--- config.mk ---
export PLATFORM = sky130hd
export DESIGN_NAME = expansion_valve_drive
export DESIGN_NICKNAME = d
export VERILOG_FILES = /design/src/rtl/valve_step_pkg.sv /design/src/rtl/expansion_valve_drive.sv
export SDC_FILE = /design/constraint.sdc
export NUM_CORES = 1
export LEC_CHECK = 0
export ABC_AREA = 1
export BUFFER_PORTS_ARGS = -buffer_cell sky130_fd_sc_hd__buf_2
export CAP_MARGIN = 40
export CORE_MARGIN = 4
export CORE_UTILIZATION = 58
export CTS_BUF_LIST = sky130_fd_sc_hd__clkbuf_16
export CTS_CLUSTER_SIZE = 10
export DETAILED_ROUTE_END_ITERATION = 6
export GPL_TIMING_DRIVEN = 0
export MAX_ROUTING_LAYER = met4
export PLACE_DENSITY = 0.8
export SYNTH_ARGS = -nofsm -noshare
export SYNTH_HDL_FRONTEND = slang
export SYNTH_SLANG_ARGS = --single-unit
--- constraint.sdc ---
create_clock -name clk_sys -period 6.9 [get_ports clk_sys]
set_input_delay 0.69 -clock clk_sys [delete_from_list [all_inputs] [get_ports clk_sys]]
set_output_delay 0.69 -clock clk_sys [all_outputs]
set_load 0.01 [all_outputs]
--- src/rtl/valve_step_pkg.sv ---
package valve_step_pkg;

   // Coil drive patterns, bit 0 = phase A .. bit 3 = phase D.
   localparam logic [3:0] COIL_OFF     = 4'h0;
   localparam logic [3:0] COIL_STATE1  = 4'h3;  // A and B.
   localparam logic [3:0] COIL_STATE2  = 4'h6;  // B and C.
   localparam logic [3:0] COIL_STATE3  = 4'hC;  // C and D.
   localparam logic [3:0] COIL_STATE4  = 4'h9;  // D and A.

   // Power-on homing run length in steps.
   localparam int unsigned HOME_STEPS  = 2200;
   // Default step interval in microseconds and its count of 25 ns cycles.
   localparam int unsigned CLK_MHZ         = 40;
   localparam int unsigned STEP_PERIOD_US  = 2000;
   localparam int unsigned STEP_CYCLES     = STEP_PERIOD_US * CLK_MHZ;
   // Position reference after homing.
   localparam logic signed [15:0] POS_CLOSED = 16'sh0000;

   typedef enum logic [1:0] {
      ST_HOME = 2'b00,
      ST_IDLE = 2'b01,
      ST_MOVE = 2'b10
   } drive_state_t;

   // Position command carried as one bundle.
   typedef struct packed {
      logic               valid;
      logic signed [15:0] target;
   } pos_cmd_t;

endpackage : valve_step_pkg

--- src/rtl/expansion_valve_drive.sv ---
`timescale 1ns/1ps
module expansion_valve_drive #(
   parameter int unsigned STEP_CYCLES = valve_step_pkg::STEP_CYCLES,
   parameter int unsigned HOME_STEPS  = valve_step_pkg::HOME_STEPS
) (
   input  wire logic                     clk_sys,
   input  wire logic                     nrst,
   input  wire valve_step_pkg::pos_cmd_t cmd,
   output logic [3:0]                    coil,
   output logic signed [15:0]            position,
   output logic                          busy,
   output logic                          homed
);

   ////////////////////////////////////////////////////////////////////////////
   // State and counters.
   valve_step_pkg::drive_state_t state_r;
   logic [31:0]                  tick_r;
   logic [15:0]                  home_cnt_r;
   logic [1:0]                   phase_r;
   logic signed [15:0]           pos_r;
   logic signed [15:0]           target_r;
   logic [3:0]                   coil_r;
   logic                         drive_en_r;
   logic                         step_due;
   logic                         dir_close;

   // The interval counter gives one step every STEP_CYCLES cycles.
   assign step_due  = (tick_r == 32'(STEP_CYCLES - 1));
   // Closing direction lowers the position count.
   assign dir_close = (target_r < pos_r);

   ////////////////////////////////////////////////////////////////////////////
   // Step interval timer, restarted whenever the drive is idle.
   always_ff @(posedge clk_sys or negedge nrst) begin
      if (!nrst) begin
         tick_r <= 32'h0;
      end else if (state_r == valve_step_pkg::ST_IDLE || step_due) begin
         tick_r <= 32'h0;
      end else begin
         tick_r <= tick_r + 32'h1;
      end
   end

   ////////////////////////////////////////////////////////////////////////////
   // Sequencer: homing, then target tracking; commands during homing are dropped.
   always_ff @(posedge clk_sys or negedge nrst) begin
      if (!nrst) begin
         state_r    <= valve_step_pkg::ST_HOME;
         home_cnt_r <= 16'h0;
         // The rotor is taken to rest one closing step behind pattern 1.
         phase_r    <= 2'h3;
         pos_r      <= valve_step_pkg::POS_CLOSED;
         target_r   <= valve_step_pkg::POS_CLOSED;
      end else begin
         if (cmd.valid && state_r != valve_step_pkg::ST_HOME) begin
            target_r <= cmd.target;
         end
         case (state_r)
            valve_step_pkg::ST_HOME: begin
               // The last homing pattern is held for one full interval before release,
               // so the motor sees every one of the homing steps.
               if (step_due) begin
                  if (home_cnt_r == 16'(HOME_STEPS)) begin
                     pos_r   <= valve_step_pkg::POS_CLOSED;
                     state_r <= valve_step_pkg::ST_IDLE;
                  end else begin
                     phase_r    <= phase_r + 2'h1;
                     home_cnt_r <= home_cnt_r + 16'h1;
                  end
               end
            end
            valve_step_pkg::ST_IDLE: begin
               if (target_r != pos_r) begin
                  state_r <= valve_step_pkg::ST_MOVE;
               end
            end
            valve_step_pkg::ST_MOVE: begin
               if (target_r == pos_r) begin
                  state_r <= valve_step_pkg::ST_IDLE;
               end else if (step_due) begin
                  // One neighbour state per step, so no pattern is skipped.
                  if (dir_close) begin
                     phase_r <= phase_r + 2'h1;
                     pos_r   <= pos_r - 16'sh1;
                  end else begin
                     phase_r <= phase_r - 2'h1;
                     pos_r   <= pos_r + 16'sh1;
                  end
               end
            end
            default: state_r <= valve_step_pkg::ST_IDLE;
         endcase
      end
   end

   ////////////////////////////////////////////////////////////////////////////
   // Drive enable: a run keeps the coils off until its first step. Re-energizing the held
   // phase at once would jerk the rotor if it settled elsewhere, so the first pattern of a
   // run is always a neighbour of the one last driven.
   always_ff @(posedge clk_sys or negedge nrst) begin
      if (!nrst) begin
         drive_en_r <= 1'b0;
      end else if (state_r == valve_step_pkg::ST_IDLE) begin
         drive_en_r <= 1'b0;
      end else if (step_due) begin
         drive_en_r <= 1'b1;
      end
   end

   ////////////////////////////////////////////////////////////////////////////
   // Coil pattern register; idle drops every phase to save coil heating.
   always_ff @(posedge clk_sys or negedge nrst) begin
      if (!nrst) begin
         coil_r <= valve_step_pkg::COIL_OFF;
      end else if (state_r == valve_step_pkg::ST_IDLE || !drive_en_r) begin
         coil_r <= valve_step_pkg::COIL_OFF;
      end else begin
         case (phase_r)
            2'h0:    coil_r <= valve_step_pkg::COIL_STATE1;
            2'h1:    coil_r <= valve_step_pkg::COIL_STATE2;
            2'h2:    coil_r <= valve_step_pkg::COIL_STATE3;
            default: coil_r <= valve_step_pkg::COIL_STATE4;
         endcase
      end
   end

   ////////////////////////////////////////////////////////////////////////////
   // Status outputs, all registered.
   always_ff @(posedge clk_sys or negedge nrst) begin
      if (!nrst) begin
         busy  <= 1'b1;
         homed <= 1'b0;
      end else begin
         busy  <= (state_r != valve_step_pkg::ST_IDLE);
         homed <= homed | (state_r != valve_step_pkg::ST_HOME);
      end
   end

   assign coil     = coil_r;
   assign position = pos_r;

   ////////////////////////////////////////////////////////////////////////////
   // Checks.
   a_coil_two_adj : assert property (@(posedge clk_sys) disable iff (!nrst)
      coil inside {4'h0, 4'h3, 4'h6, 4'hC, 4'h9})
      else $error("Coil pattern is not a legal two-phase state.");

   a_idle_coil_off : assert property (@(posedge clk_sys) disable iff (!nrst)
      (state_r == valve_step_pkg::ST_IDLE) |=> (coil == 4'h0))
      else $error("Coil energized while idle.");

   a_step_adjacent : assert property (@(posedge clk_sys) disable iff (!nrst)
      (coil != 4'h0 && $past(coil) != 4'h0 && coil != $past(coil)) |->
      ($countones(coil & $past(coil)) == 1))
      else $error("Coil sequence skipped a state.");

   a_close_dir : assert property (@(posedge clk_sys) disable iff (!nrst)
      (state_r == valve_step_pkg::ST_MOVE && step_due && dir_close) |=>
      (phase_r == $past(phase_r) + 2'h1))
      else $error("Closing step went the wrong way.");

   a_pos_track : assert property (@(posedge clk_sys) disable iff (!nrst)
      (state_r == valve_step_pkg::ST_MOVE && step_due && target_r != pos_r) |=>
      (pos_r != $past(pos_r)))
      else $error("Position did not follow a step.");

   a_home_first : assert property (@(posedge clk_sys) disable iff (!nrst)
      (state_r == valve_step_pkg::ST_HOME) |-> (pos_r == 16'sh0000 && !homed))
      else $error("Motion before homing completed.");

   a_step_period : assert property (@(posedge clk_sys) disable iff (!nrst)
      step_due |=> !step_due)
      else $error("Steps issued back to back.");

   // Opening must walk the patterns backwards, one neighbour at a time.
   a_open_dir : assert property (@(posedge clk_sys) disable iff (!nrst)
      (state_r == valve_step_pkg::ST_MOVE && step_due && !dir_close && target_r != pos_r) |=>
      (phase_r == $past(phase_r) - 2'h1))
      else $error("Opening step went the wrong way.");

   // No step may happen while nothing is commanded.
   a_idle_no_step : assert property (@(posedge clk_sys) disable iff (!nrst)
      (state_r == valve_step_pkg::ST_IDLE) |=> $stable(phase_r))
      else $error("Phase moved while idle.");

   // A new run starts with the coils off until its first step.
   a_run_start_off : assert property (@(posedge clk_sys) disable iff (!nrst)
      (state_r == valve_step_pkg::ST_IDLE ##1 state_r == valve_step_pkg::ST_MOVE) |=> (coil == 4'h0))
      else $error("Coil energized before the first step of a run.");

   // The homing run never counts past its length.
   a_home_len : assert property (@(posedge clk_sys) disable iff (!nrst)
      home_cnt_r <= 16'(HOME_STEPS))
      else $error("Homing count ran past its length.");

   // Homing ends on a step slot after the full count, at the closed reference.
   a_home_exit : assert property (@(posedge clk_sys) disable iff (!nrst)
      (state_r == valve_step_pkg::ST_HOME && step_due && home_cnt_r == 16'(HOME_STEPS)) |=>
      (state_r == valve_step_pkg::ST_IDLE && pos_r == valve_step_pkg::POS_CLOSED))
      else $error("Homing did not end at the closed reference.");

   // Once homed, the flag stays up until the next reset.
   a_homed_sticky : assert property (@(posedge clk_sys) disable iff (!nrst)
      homed |=> homed)
      else $error("Homed flag dropped.");

   // Busy mirrors the sequencer one cycle late.
   a_busy_state : assert property (@(posedge clk_sys) disable iff (!nrst)
      1'b1 |=> (busy == $past(state_r != valve_step_pkg::ST_IDLE)))
      else $error("Busy does not follow the sequencer.");

   // The interval counter stays inside its period.
   a_tick_bound : assert property (@(posedge clk_sys) disable iff (!nrst)
      tick_r < 32'(STEP_CYCLES))
      else $error("Step interval counter overran.");

endmodule : expansion_valve_drive

# [Word level (Yosys, flattened, before mapping)]
# Index checks and enable logic that the tools add are counted.
[classes] n_mux=22 n_eq_ne=16 n_shift=0 n_div=0 n_addsub=6 n_lt_le_gt_ge=1 multipliers=0 n_bitwise=2 reduce_logical=13
[ops] cell="$mux 16" n=5
[ops] cell="$add 32x1->32 const B" n=1
[ops] cell="$eq 32x17->1 const B" n=1
[ops] cell="$mux 32" n=1
[ops] cell="$pmux 16 s2" n=1
[ops] cell="$mux 2" n=9
[ops] cell="$add 16x1->16 const B" n=1
[ops] cell="$add 16x2->16 const B" n=1
[ops] cell="$eq 16x12->1 const B" n=1
[ops] cell="$eq 16x16->1" n=1
[ops] cell="$lt 16x16->1" n=1
[ops] cell="$ne 16x16->1" n=1
[ops] cell="$sub 16x2->16 const B" n=1
[ops] cell="$ne 2x2->1 const B" n=7
[ops] cell="$pmux 4 s3" n=1
[ops] cell="$reduce_and 5->1" n=2
[ops] cell="$pmux 2 s3" n=1
[ops] cell="$reduce_bool 2->1" n=3
[ops] cell="$eq 2x1->1 const B" n=2
[ops] cell="$eq 2x2->1 const B" n=2
[ops] cell="$logic_not 2->1" n=2
[ops] cell="$mux 4" n=1
[ops] cell="$pmux 2 s2" n=1
[ops] cell="$reduce_and 4->1" n=1
[ops] cell="10 further kinds" n=12
[word_totals] romBits=0 latchBits=0 ramBits=0 wordCells=70 input_bits=19 n_memories=0 out_inout_bits=22 register_bits=91

# [Logic depth before layout (Yosys ltp)]
# Gate-level depths: netlist (run 1).
[depth] depth_word=5 depth_mapped=26 mapped_depth_nobuf=26

# [Least setup slack after synthesis (run 1)]
# No wires, ideal clock.
[synth_path] kind="flip-flop to flip-flop" start="reg pos_r[15], in the netlist position[15]" end="reg pos_r[8], in the netlist position[8]" t_required_ps=6771 setup_time_ps=129 t_arrival_ps=3002 n_path_buf=0 path_slack_ps=3769 stages_incl_launch_ff=19 cell_sequence="dfrtp_1 > inv_1 > ha_1 > nand2_1 > nor2_1 > nand2_1 > inv_1 > nand2_1 > nand3_1 > nand2_1 > fa_1 > nand3_1 > nand3_1 > nand3_1 > nand2_1 > nand3_1 > nand2_1 > xnor2_1 > o22ai_2"
[synth_via] elab_chain_cells=5 elab_cells_between_ends=8 classes_between="order compare: 1; eq/ne: 2; mux: 4; reduce/logical: 1"
[synth_rtl] item="from (decl)" line="expansion_valve_drive.sv:21" source="logic signed [15:0] pos_r;"
[synth_rtl] item="from (signal assigned)" line="expansion_valve_drive.sv:53" source="pos_r <= valve_step_pkg::POS_CLOSED;"
[synth_rtl] item="from (signal assigned)" line="expansion_valve_drive.sv:65" source="pos_r <= valve_step_pkg::POS_CLOSED;"
[synth_rtl] item="from (signal assigned)" line="expansion_valve_drive.sv:85" source="pos_r <= pos_r - 16'sh1;"
[synth_rtl] item="$lt 16x16->1" line="expansion_valve_drive.sv:31" source="assign dir_close = (target_r < pos_r);"
[synth_rtl] item="$mux 16" line="expansion_valve_drive.sv:83" source="if (dir_close) begin"
[synth_rtl] item="$mux 16" line="expansion_valve_drive.sv:81" source="end else if (step_due) begin"
[synth_rtl] item="$mux 16" line="expansion_valve_drive.sv:79" source="if (target_r == pos_r) begin"
[synth_rtl] item="$pmux 16 s2" line="expansion_valve_drive.sv:59" source="case (state_r)"
# Parallel ways exist; a longest one is shown, timed or not. The select of a mux whose other input is x is not followed.
# A chain may end at the register's enable or synchronous reset.

# [Worst setup path after layout (run 1)]
[layout_path] start="reg pos_r[15], in the netlist position[15]" end="reg pos_r[9], in the netlist position[9]"
# Same word-level chain as after synthesis.

==> results.sh, run 1 <==
export IMPL_n_antenna_cell=0
export IMPL_start_kind="flop"
export IMPL_synth_nets=782
export IMPL_die_h_um=109.3
export IMPL_grt_use_total_pct=24.26
export IMPL_r2r_slack_ns=3.13
export IMPL_worst_slew_pin_slew_ns=0.6884
export IMPL_cts_sinks=91
export IMPL_dp_slack_ns=3.122
export IMPL_hp_class="input pin to async pin"
export IMPL_layout_nets=834
export IMPL_place_gp_congestion=0.9346
export IMPL_synth_area_leaders="dfrtp_1, nand2_1, ha_1"
export IMPL_core_um2=9864
export IMPL_cp_slowest_cell="ha_1"
export IMPL_syn_inst=722
export IMPL_placed_cell_area_um2=6349
export IMPL_tns_ns=0
export IMPL_initial_core_util_pct=60.34
export IMPL_required_ns=7.12
export IMPL_die_w_um=109.3
export IMPL_setup_worst_path_class="flop to flop"
export IMPL_fp_row_count=36
export IMPL_overflow=0
export IMPL_cpMostUsedCell="nand2_1"
export IMPL_cts_resized=0
export IMPL_rsz0062_at_grt="false"
export IMPL_cp_arrival_ns=4.00
export IMPL_period_minus_slack_ns=3.773
export IMPL_synth_seq_cells=91
export IMPL_vias_per_cell=5.458
export IMPL_grt_max_degree=67
export IMPL_syn_to_final_growth_pct=11.48
export IMPL_synthFlopType="dfrtp_1"
export IMPL_cts_htree_levels=3
export IMPL_clk_latency_ns=0.34
export IMPL_yosysSeqAreaShare_pct=38.32
export IMPL_dr_total_vias=4978
export IMPL_cts_root_buf="clkbuf_16"
export IMPL_cts_tree="yes"
export IMPL_ctsHoldBuffers=0
export IMPL_final_hold_viol_count=0
export IMPL_cts_buffers=9
export IMPL_total_power_mw=1.035
export IMPL_grt_pass1_wl_mm=22.35
export IMPL_io_pins=41
export IMPL_max_cap_viol_count=0
export IMPL_clk_pin_slew_ns=0.07
export IMPL_dp_hpwl_mm=10.19
export IMPL_leakage_nw=3.294
export IMPL_drcViolationCount=0
export IMPL_skew_ns=0.005241
export IMPL_end_kind="flop"
export IMPL_die_area_um2=11950
export IMPL_syn_area_per_cell_um2=8.244
export IMPL_drt_iter0_drc=244
export IMPL_async_flop_share_pct=100.0
export IMPL_peakVddDrop_mv=0.1002
export IMPL_slew_viol_final=0
export IMPL_cp_cell_sequence="inv_1 > ha_1 > nand2_1 > nor2_1 > nand2_1 > inv_1 > nand2_1 > nand3_1 > nand2_1 > ha_1 > a21oi_1 > nand2_1 > a21oi_1 > o21bai_1 > xnor2_1 > o22ai_2"
export IMPL_max_freq_mhz=265.0
export IMPL_finalSetupViolCount=0
export IMPL_postRouteAntennaNets=0
export IMPL_cp_max_fo=18
export IMPL_stdcell_area_um2=6635
export IMPL_max_stage_delay_ns=0.54
export IMPL_synth_largest_area_cell="dfrtp_1"
export IMPL_routed_wl_mm=13.09
export IMPL_synth_edf_count=0
export IMPL_antenna_found_initial=0
export IMPL_synth_area_um2=5952
export IMPL_worst_slack_ns=3.127
export IMPL_fillers=831
export IMPL_yosysTopAreaCellShare_pct=37.00
export IMPL_cts_max_path_buffers=2
export IMPL_port_buffers=40
export IMPL_status="complete, no violations"
export IMPL_maxSlewHeadroom_pct=54.00
export IMPL_powerDensity_nw_per_um2=156.0
export IMPL_drive_gt1_share_pct=16.17
export IMPL_post_cts_buffers=0
export IMPL_synth_cell_types=47
export IMPL_grt_pass1_vias=4898
export IMPL_avgRoutedWirePerCell_um=14.35
export IMPL_dr_pass1_iters=5
export IMPL_synth_warnings=0
export IMPL_fin_crit_sh_pct=54.68
[cells in the mapped netlist (4+ instances only)]
cell      number
mux2_2        15
a21o_1         4
dfrtp_1       88
a31oi_1        5
ha_1          40
nand2_2        4
nand2_1      150
nor2_1        68
inv_1         89
o21ai_0       18
o22ai_2        8
nor4_1        15
o21ai_1       12
nor3_1        29
xor2_1        23
xnor2_1        7
a21oi_1       30
inv_2          6
nand4_1       18
o21bai_1       7
nor2_4         5
nand3_1       38
[metal layers]
| metal | vias up | part of all wire, % | global-route usage, % |
|---|---|---|---|
| met5 | - | 0 | - |
| li1 | 2513 | - | - |
| met1 | 2348 | 44 | 29.09 |
| met3 | 16 | 3.7 | 2.760 |
| met4 | 0 | 1.6 | 8.549 |
| met2 | 101 | 51 | 42.50 |
[final timing paths]
check	cells after the start	endpoint	start
worst max-delay path	16	position[9]	position[15]
worst min-delay path	1	position[4]	nrst
worst max register to register	16	position[9]	position[15]
worst min register to register	1	tick_r[0]	tick_r[0]
max in group asynchronous	2	phase_r[0]	nrst
min in group clk_sys	1	tick_r[0]	tick_r[0]
[sequential cells by signal (all words and copies together), names as in the netlist]
register,cells
busy,1
coil,4
drive_en_r,1
home_cnt_r,16
homed,1
phase_r,2
position,16
state_r,2
target_r,16
tick_r,32
[cell type report]
| cell class | count | area [um^2] | area share (%) |
|---|---|---|---|
| clock buffer | 9 | 225.2 | 3.394 |
| tap | 133 | 166.4 | 2.508 |
| inverter | 96 | 372.9 | 5.619 |
| timing repair buffer | 41 | 230.2 | 3.470 |
| clock inverter | 7 | 61.31 | 0.9240 |
| multi-input combinational | 530 | 3266 | 49.22 |
| sequential | 91 | 2281 | 34.38 |
| buffer | 5 | 32.53 | 0.4903 |
[worst max-delay path: cells and delay by family, from the launching register on]
family | cells | cell delay, ns
AND/OR/NAND/NOR | 7 | 1.26
AO/OA/AOI/OAI | 4 | 0.70
adder cells (fa/ha/maj) | 2 | 0.87
XOR/XNOR | 1 | 0.20
flip-flops | 1 | 0.40
buffers and inverters | 2 | 0.18
[per-stage QoR]
stage	util, %	hold slack, ns	cells
3_5_place_dp	64.36	0.4570	896
3_3_place_gp	64.05	0.4480	895
2_1_floorplan	-	0.3944	722
5_1_grt	67.26	0.2728	912
4_1_cts	67.26	0.2566	912
6_report	67.26	0.2530	912
[power by group]
group          internal (mW)  switching (mW)  leakage, nW
Sequential             0.533               0         1.24
Clock                  0.276           0.209        0.141
Combinational        0.00538          0.0115         1.91
Total                  0.815           0.220         3.29
[layout by cell type (no fill, tap or decap), types with 3 or more instances in the layout]
cell type    n
o21bai_1     7
buf_2       41
a21o_1       4
nor4_1      15
nor3_4       3
clkbuf_16    9
nor2_2       3
dfstp_2      3
nand3_1     38
buf_4        4
nor3_2       3
nor2_4       5
o21ai_1     12
nor2_1      68
inv_2        6
xor2_1      23
dfrtp_1     88
xnor2_1      7
nand2_1    150
o22ai_2      8
a21oi_1     30
inv_1       91
o21ai_2      3
o21ai_0     18
mux2_2      15
ha_1        40
nand4_1     18
nand3_2      3
nand2_2      4
nor3_1      29
a31oi_1      5
[cell families (layout without fill, tap and decap cells)]
kind of cell | Yosys count | count (layout) | share of synthesized area (%)
fa+ha+maj | 41 | 41 | 8.745
mux | 15 | 15 | 2.838
simple gates | 353 | 353 | 29.26
compound gates | 91 | 91 | 9.607
buf+inv | 101 | 158 | 6.811
xor+xnor | 30 | 30 | 4.415
flops | 91 | 91 | 38.32
(Power assumes the default switching activity.)
==> run 2: changes to the inputs <==
--- a/config.mk
+++ b/config.mk
@@ -9,13 +9,13 @@
 export BUFFER_PORTS_ARGS = -buffer_cell sky130_fd_sc_hd__buf_2
 export CAP_MARGIN = 40
 export CORE_MARGIN = 4
-export CORE_UTILIZATION = 58
+export CORE_UTILIZATION = 55
 export CTS_BUF_LIST = sky130_fd_sc_hd__clkbuf_16
 export CTS_CLUSTER_SIZE = 10
 export DETAILED_ROUTE_END_ITERATION = 6
 export GPL_TIMING_DRIVEN = 0
 export MAX_ROUTING_LAYER = met4
-export PLACE_DENSITY = 0.8
+export PLACE_DENSITY = 0.79
 export SYNTH_ARGS = -nofsm -noshare
 export SYNTH_HDL_FRONTEND = slang
 export SYNTH_SLANG_ARGS = --single-unit
==> constraint.sdc (replaced) <==
create_clock -name clk_sys -period 3.14 [get_ports clk_sys]
set_input_delay 0.314 -clock clk_sys [delete_from_list [all_inputs] [get_ports clk_sys]]
set_output_delay 0.314 -clock clk_sys [all_outputs]
set_load 0.01 [all_outputs]
==> run 2 against run 1 <==
  * Sequential cell count unchanged
  * Critical path type unchanged
  * Power up 120%
  * Clock power up 120%
  * Maximum frequency up 20%
  * Non-clock buffer count up 28
  * Combinational power up 130%
  * First-iteration DRC count up 50%
  * The run now ends with negative setup slack left
==> results.sh, run 2 (same netlist as run 1, synthesis figures left out) <==
export IMPL_status="complete, but fails checks"
export IMPL_violations="negative setup slack"
export IMPL_fin_util_pct=68.59
export IMPL_drive_gt1_share_pct=25.74
export IMPL_layout_commonest_cell="nand2_1"
export IMPL_grt_pass1_wl_mm=23.73
export IMPL_drcViolationCount=0
export IMPL_vias_per_cell=5.709
export IMPL_required_ns=3.37
export IMPL_clk_latency_ns=0.35
export IMPL_timing_rr_end="position[15]"
export IMPL_regMostFlops="tick_r"
export IMPL_die_area_um2=12550
export IMPL_reg2reg_depth=21
export IMPL_peakVddDrop_mv=0.2270
export IMPL_syn_to_final_growth_pct=20.03
export IMPL_postRouteAntennaNets=0
export IMPL_cp_max_fo=8
export IMPL_n_antenna_cell=0
export IMPL_startpoint="position[14]"
export IMPL_final_hold_viol_count=0
export IMPL_r2r_start="position[14]"
export IMPL_cts_tree="yes"
export IMPL_worst_path_stages=21
export IMPL_grt_pass1_vias=5246
export IMPL_worst_slack_ns=-0.006652
export IMPL_clk_pin_slew_ns=0.07
export IMPL_finalSetupViolCount=1
export IMPL_layout_nets=863
export IMPL_place_gp_congestion=0.9650
export IMPL_grt_use_total_pct=23.59
export IMPL_fillers=793
export IMPL_routed_wl_mm=14.91
export IMPL_cp_top_family="simple AND/OR/NAND/NOR gates"
export IMPL_largest_reg_flops=32
export IMPL_setup_worst_path_class="flop to flop"
export IMPL_cts_htree_levels=3
export IMPL_dp_hpwl_mm=10.37
export IMPL_max_freq_mhz=317.8
export IMPL_fin_crit_sh_pct=100.2
export IMPL_cp_arrival_ns=3.38
export IMPL_overflow=0
export IMPL_powerDensity_nw_per_um2=318.6
export IMPL_hp_class="input pin to flop"
export IMPL_core_um2=10420
export IMPL_skew_ns=0.007048
export IMPL_seq_area_um2=2283
export IMPL_cts_sinks=91
export IMPL_cts_root_buf="clkbuf_16"
export IMPL_setup_worst_path_end="position[15]"
export IMPL_tns_ns=-0.006652
export IMPL_io_pins=41
export IMPL_port_buffers=40
export IMPL_cts_max_path_buffers=2
export IMPL_worst_slew_pin_slew_ns=0.4829
export IMPL_antenna_found_initial=0
export IMPL_max_cap_viol_count=0
export IMPL_r2r_slack_ns=-0.007
export IMPL_rsz0062_at_grt="true"
export IMPL_dr_pass1_iters=6
export IMPL_slew_viol_final=0
export IMPL_drt_iter0_drc=366
export IMPL_cts_buffers=9
export IMPL_maxSlewHeadroom_pct=67.56
export IMPL_cp_cell_sequence="inv_1 > ha_1 > nand2_2 > o21bai_1 > nand2_1 > a21oi_2 > buf_4 > nand3_4 > nand2_8 > ha_1 > inv_1 > o21bai_1 > a21oi_1 > nand2_1 > nand2_1 > nand2_2 > nand2_1 > nand2_2 > nand3_1 > nand3_1 > nand2_1"
export IMPL_multiInputGateArea_um2=3553
export IMPL_avgRoutedWirePerCell_um=15.80
export IMPL_total_power_mw=2.277
export IMPL_start_kind="flop"
export IMPL_leakage_nw=3.469
export IMPL_period_minus_slack_ns=3.147
export IMPL_end_kind="flop"
export IMPL_mostFrequentLayoutCells="nand2_1, dfrtp_1, inv_1"
export IMPL_cp_num_buf_inv=3
export IMPL_cp_slowest_cell="dfrtp_1"
export IMPL_initial_core_util_pct=57.14
export IMPL_fp_row_count=37
export IMPL_die_h_um=112.0
export IMPL_dr_total_vias=5389
export IMPL_max_stage_delay_ns=0.38
export IMPL_cpMostUsedCell="nand2_1"
export IMPL_holdWs_ns=0.1992
export IMPL_die_w_um=112.0
export IMPL_grt_max_degree=61
[run 2: cell count changes in the layout (fill, tap and decap cells not counted), sizes merged]
cell,change
clkinv,+3
dlygate4sd3,+1
inv,-1
clkinvlp,-2
nand2,+1
buf,+27
[run 2: worst min path at each step]
stage	from	slack [ns]	cells past startpoint	to
2_1_floorplan	nrst	0.02	0	coil[0]
3_3_place_gp	tick_r[0]	0.44	1	tick_r[0]
3_5_place_dp	nrst	0.29	1	target_r[6]
4_1_cts	cmd[1]	0.20	2	target_r[1]
5_1_grt	cmd[6]	0.20	2	target_r[6]
6_report	cmd[1]	0.20	2	target_r[1]
[run 2: power by group]
group          internal [mW]  leakage [nW]  switching, mW
clock                  0.607         0.145          0.458
sequential              1.17          1.24              0
combinational         0.0126          2.08         0.0263
[run 2: routing by layer]
metal	wire, um	track usage, %
met2	7585	40.13
met3	659	2.857
met4	483	11.06
met5	0	-
met1	6185	28.00
[run 2: stage by stage]
step / cell area, um^2 / cells / worst slack [ns]
floorplan: 5952 / 722 / 0.009263
global placement: 6322 / 898 / -0.5362
detailed placement: 6352 / 899 / -0.6348
CTS: 6764 / 924 / 0.01174
global route: 7144 / 944 / -0.1945
finish: 7144 / 944 / -0.006652
[run 2: final cells by class]
type                            instances  area share (%)
Inverter                               96           5.219
Clock buffer                            9           3.152
Timing Repair Buffer                   69           6.252
Buffer                                  5          0.4553
Tap cell                              136           2.382
Clock inverter                          7          0.8406
Sequential cell                        91           31.96
Multi-Input combinational cell        531           49.74
[run 2: worst reg2reg max path, delay by kind of cell (launching register included)]
kind                     cells  cell delay [ns]
AO/OA/AOI/OAI                4             0.69
AND/OR/NAND/NOR             12             1.15
adder cells (fa/ha/maj)      2             0.49
flip-flops                   1             0.38
buffers and inverters        3             0.30
[run 2: what timing repair did]
| item | CTS | global route |
|---|---|---|
| resized for setup | 14 | 51 |
| setup buffers | 7 | 20 |
| hold buffers | 1 | 0 |
| endpoints found under the hold margin | 30 | 0 |
| gates cloned | 1 | 0 |
| pin swaps | 1 | 19 |
| endpoints found under the setup margin | 13 | 11 |
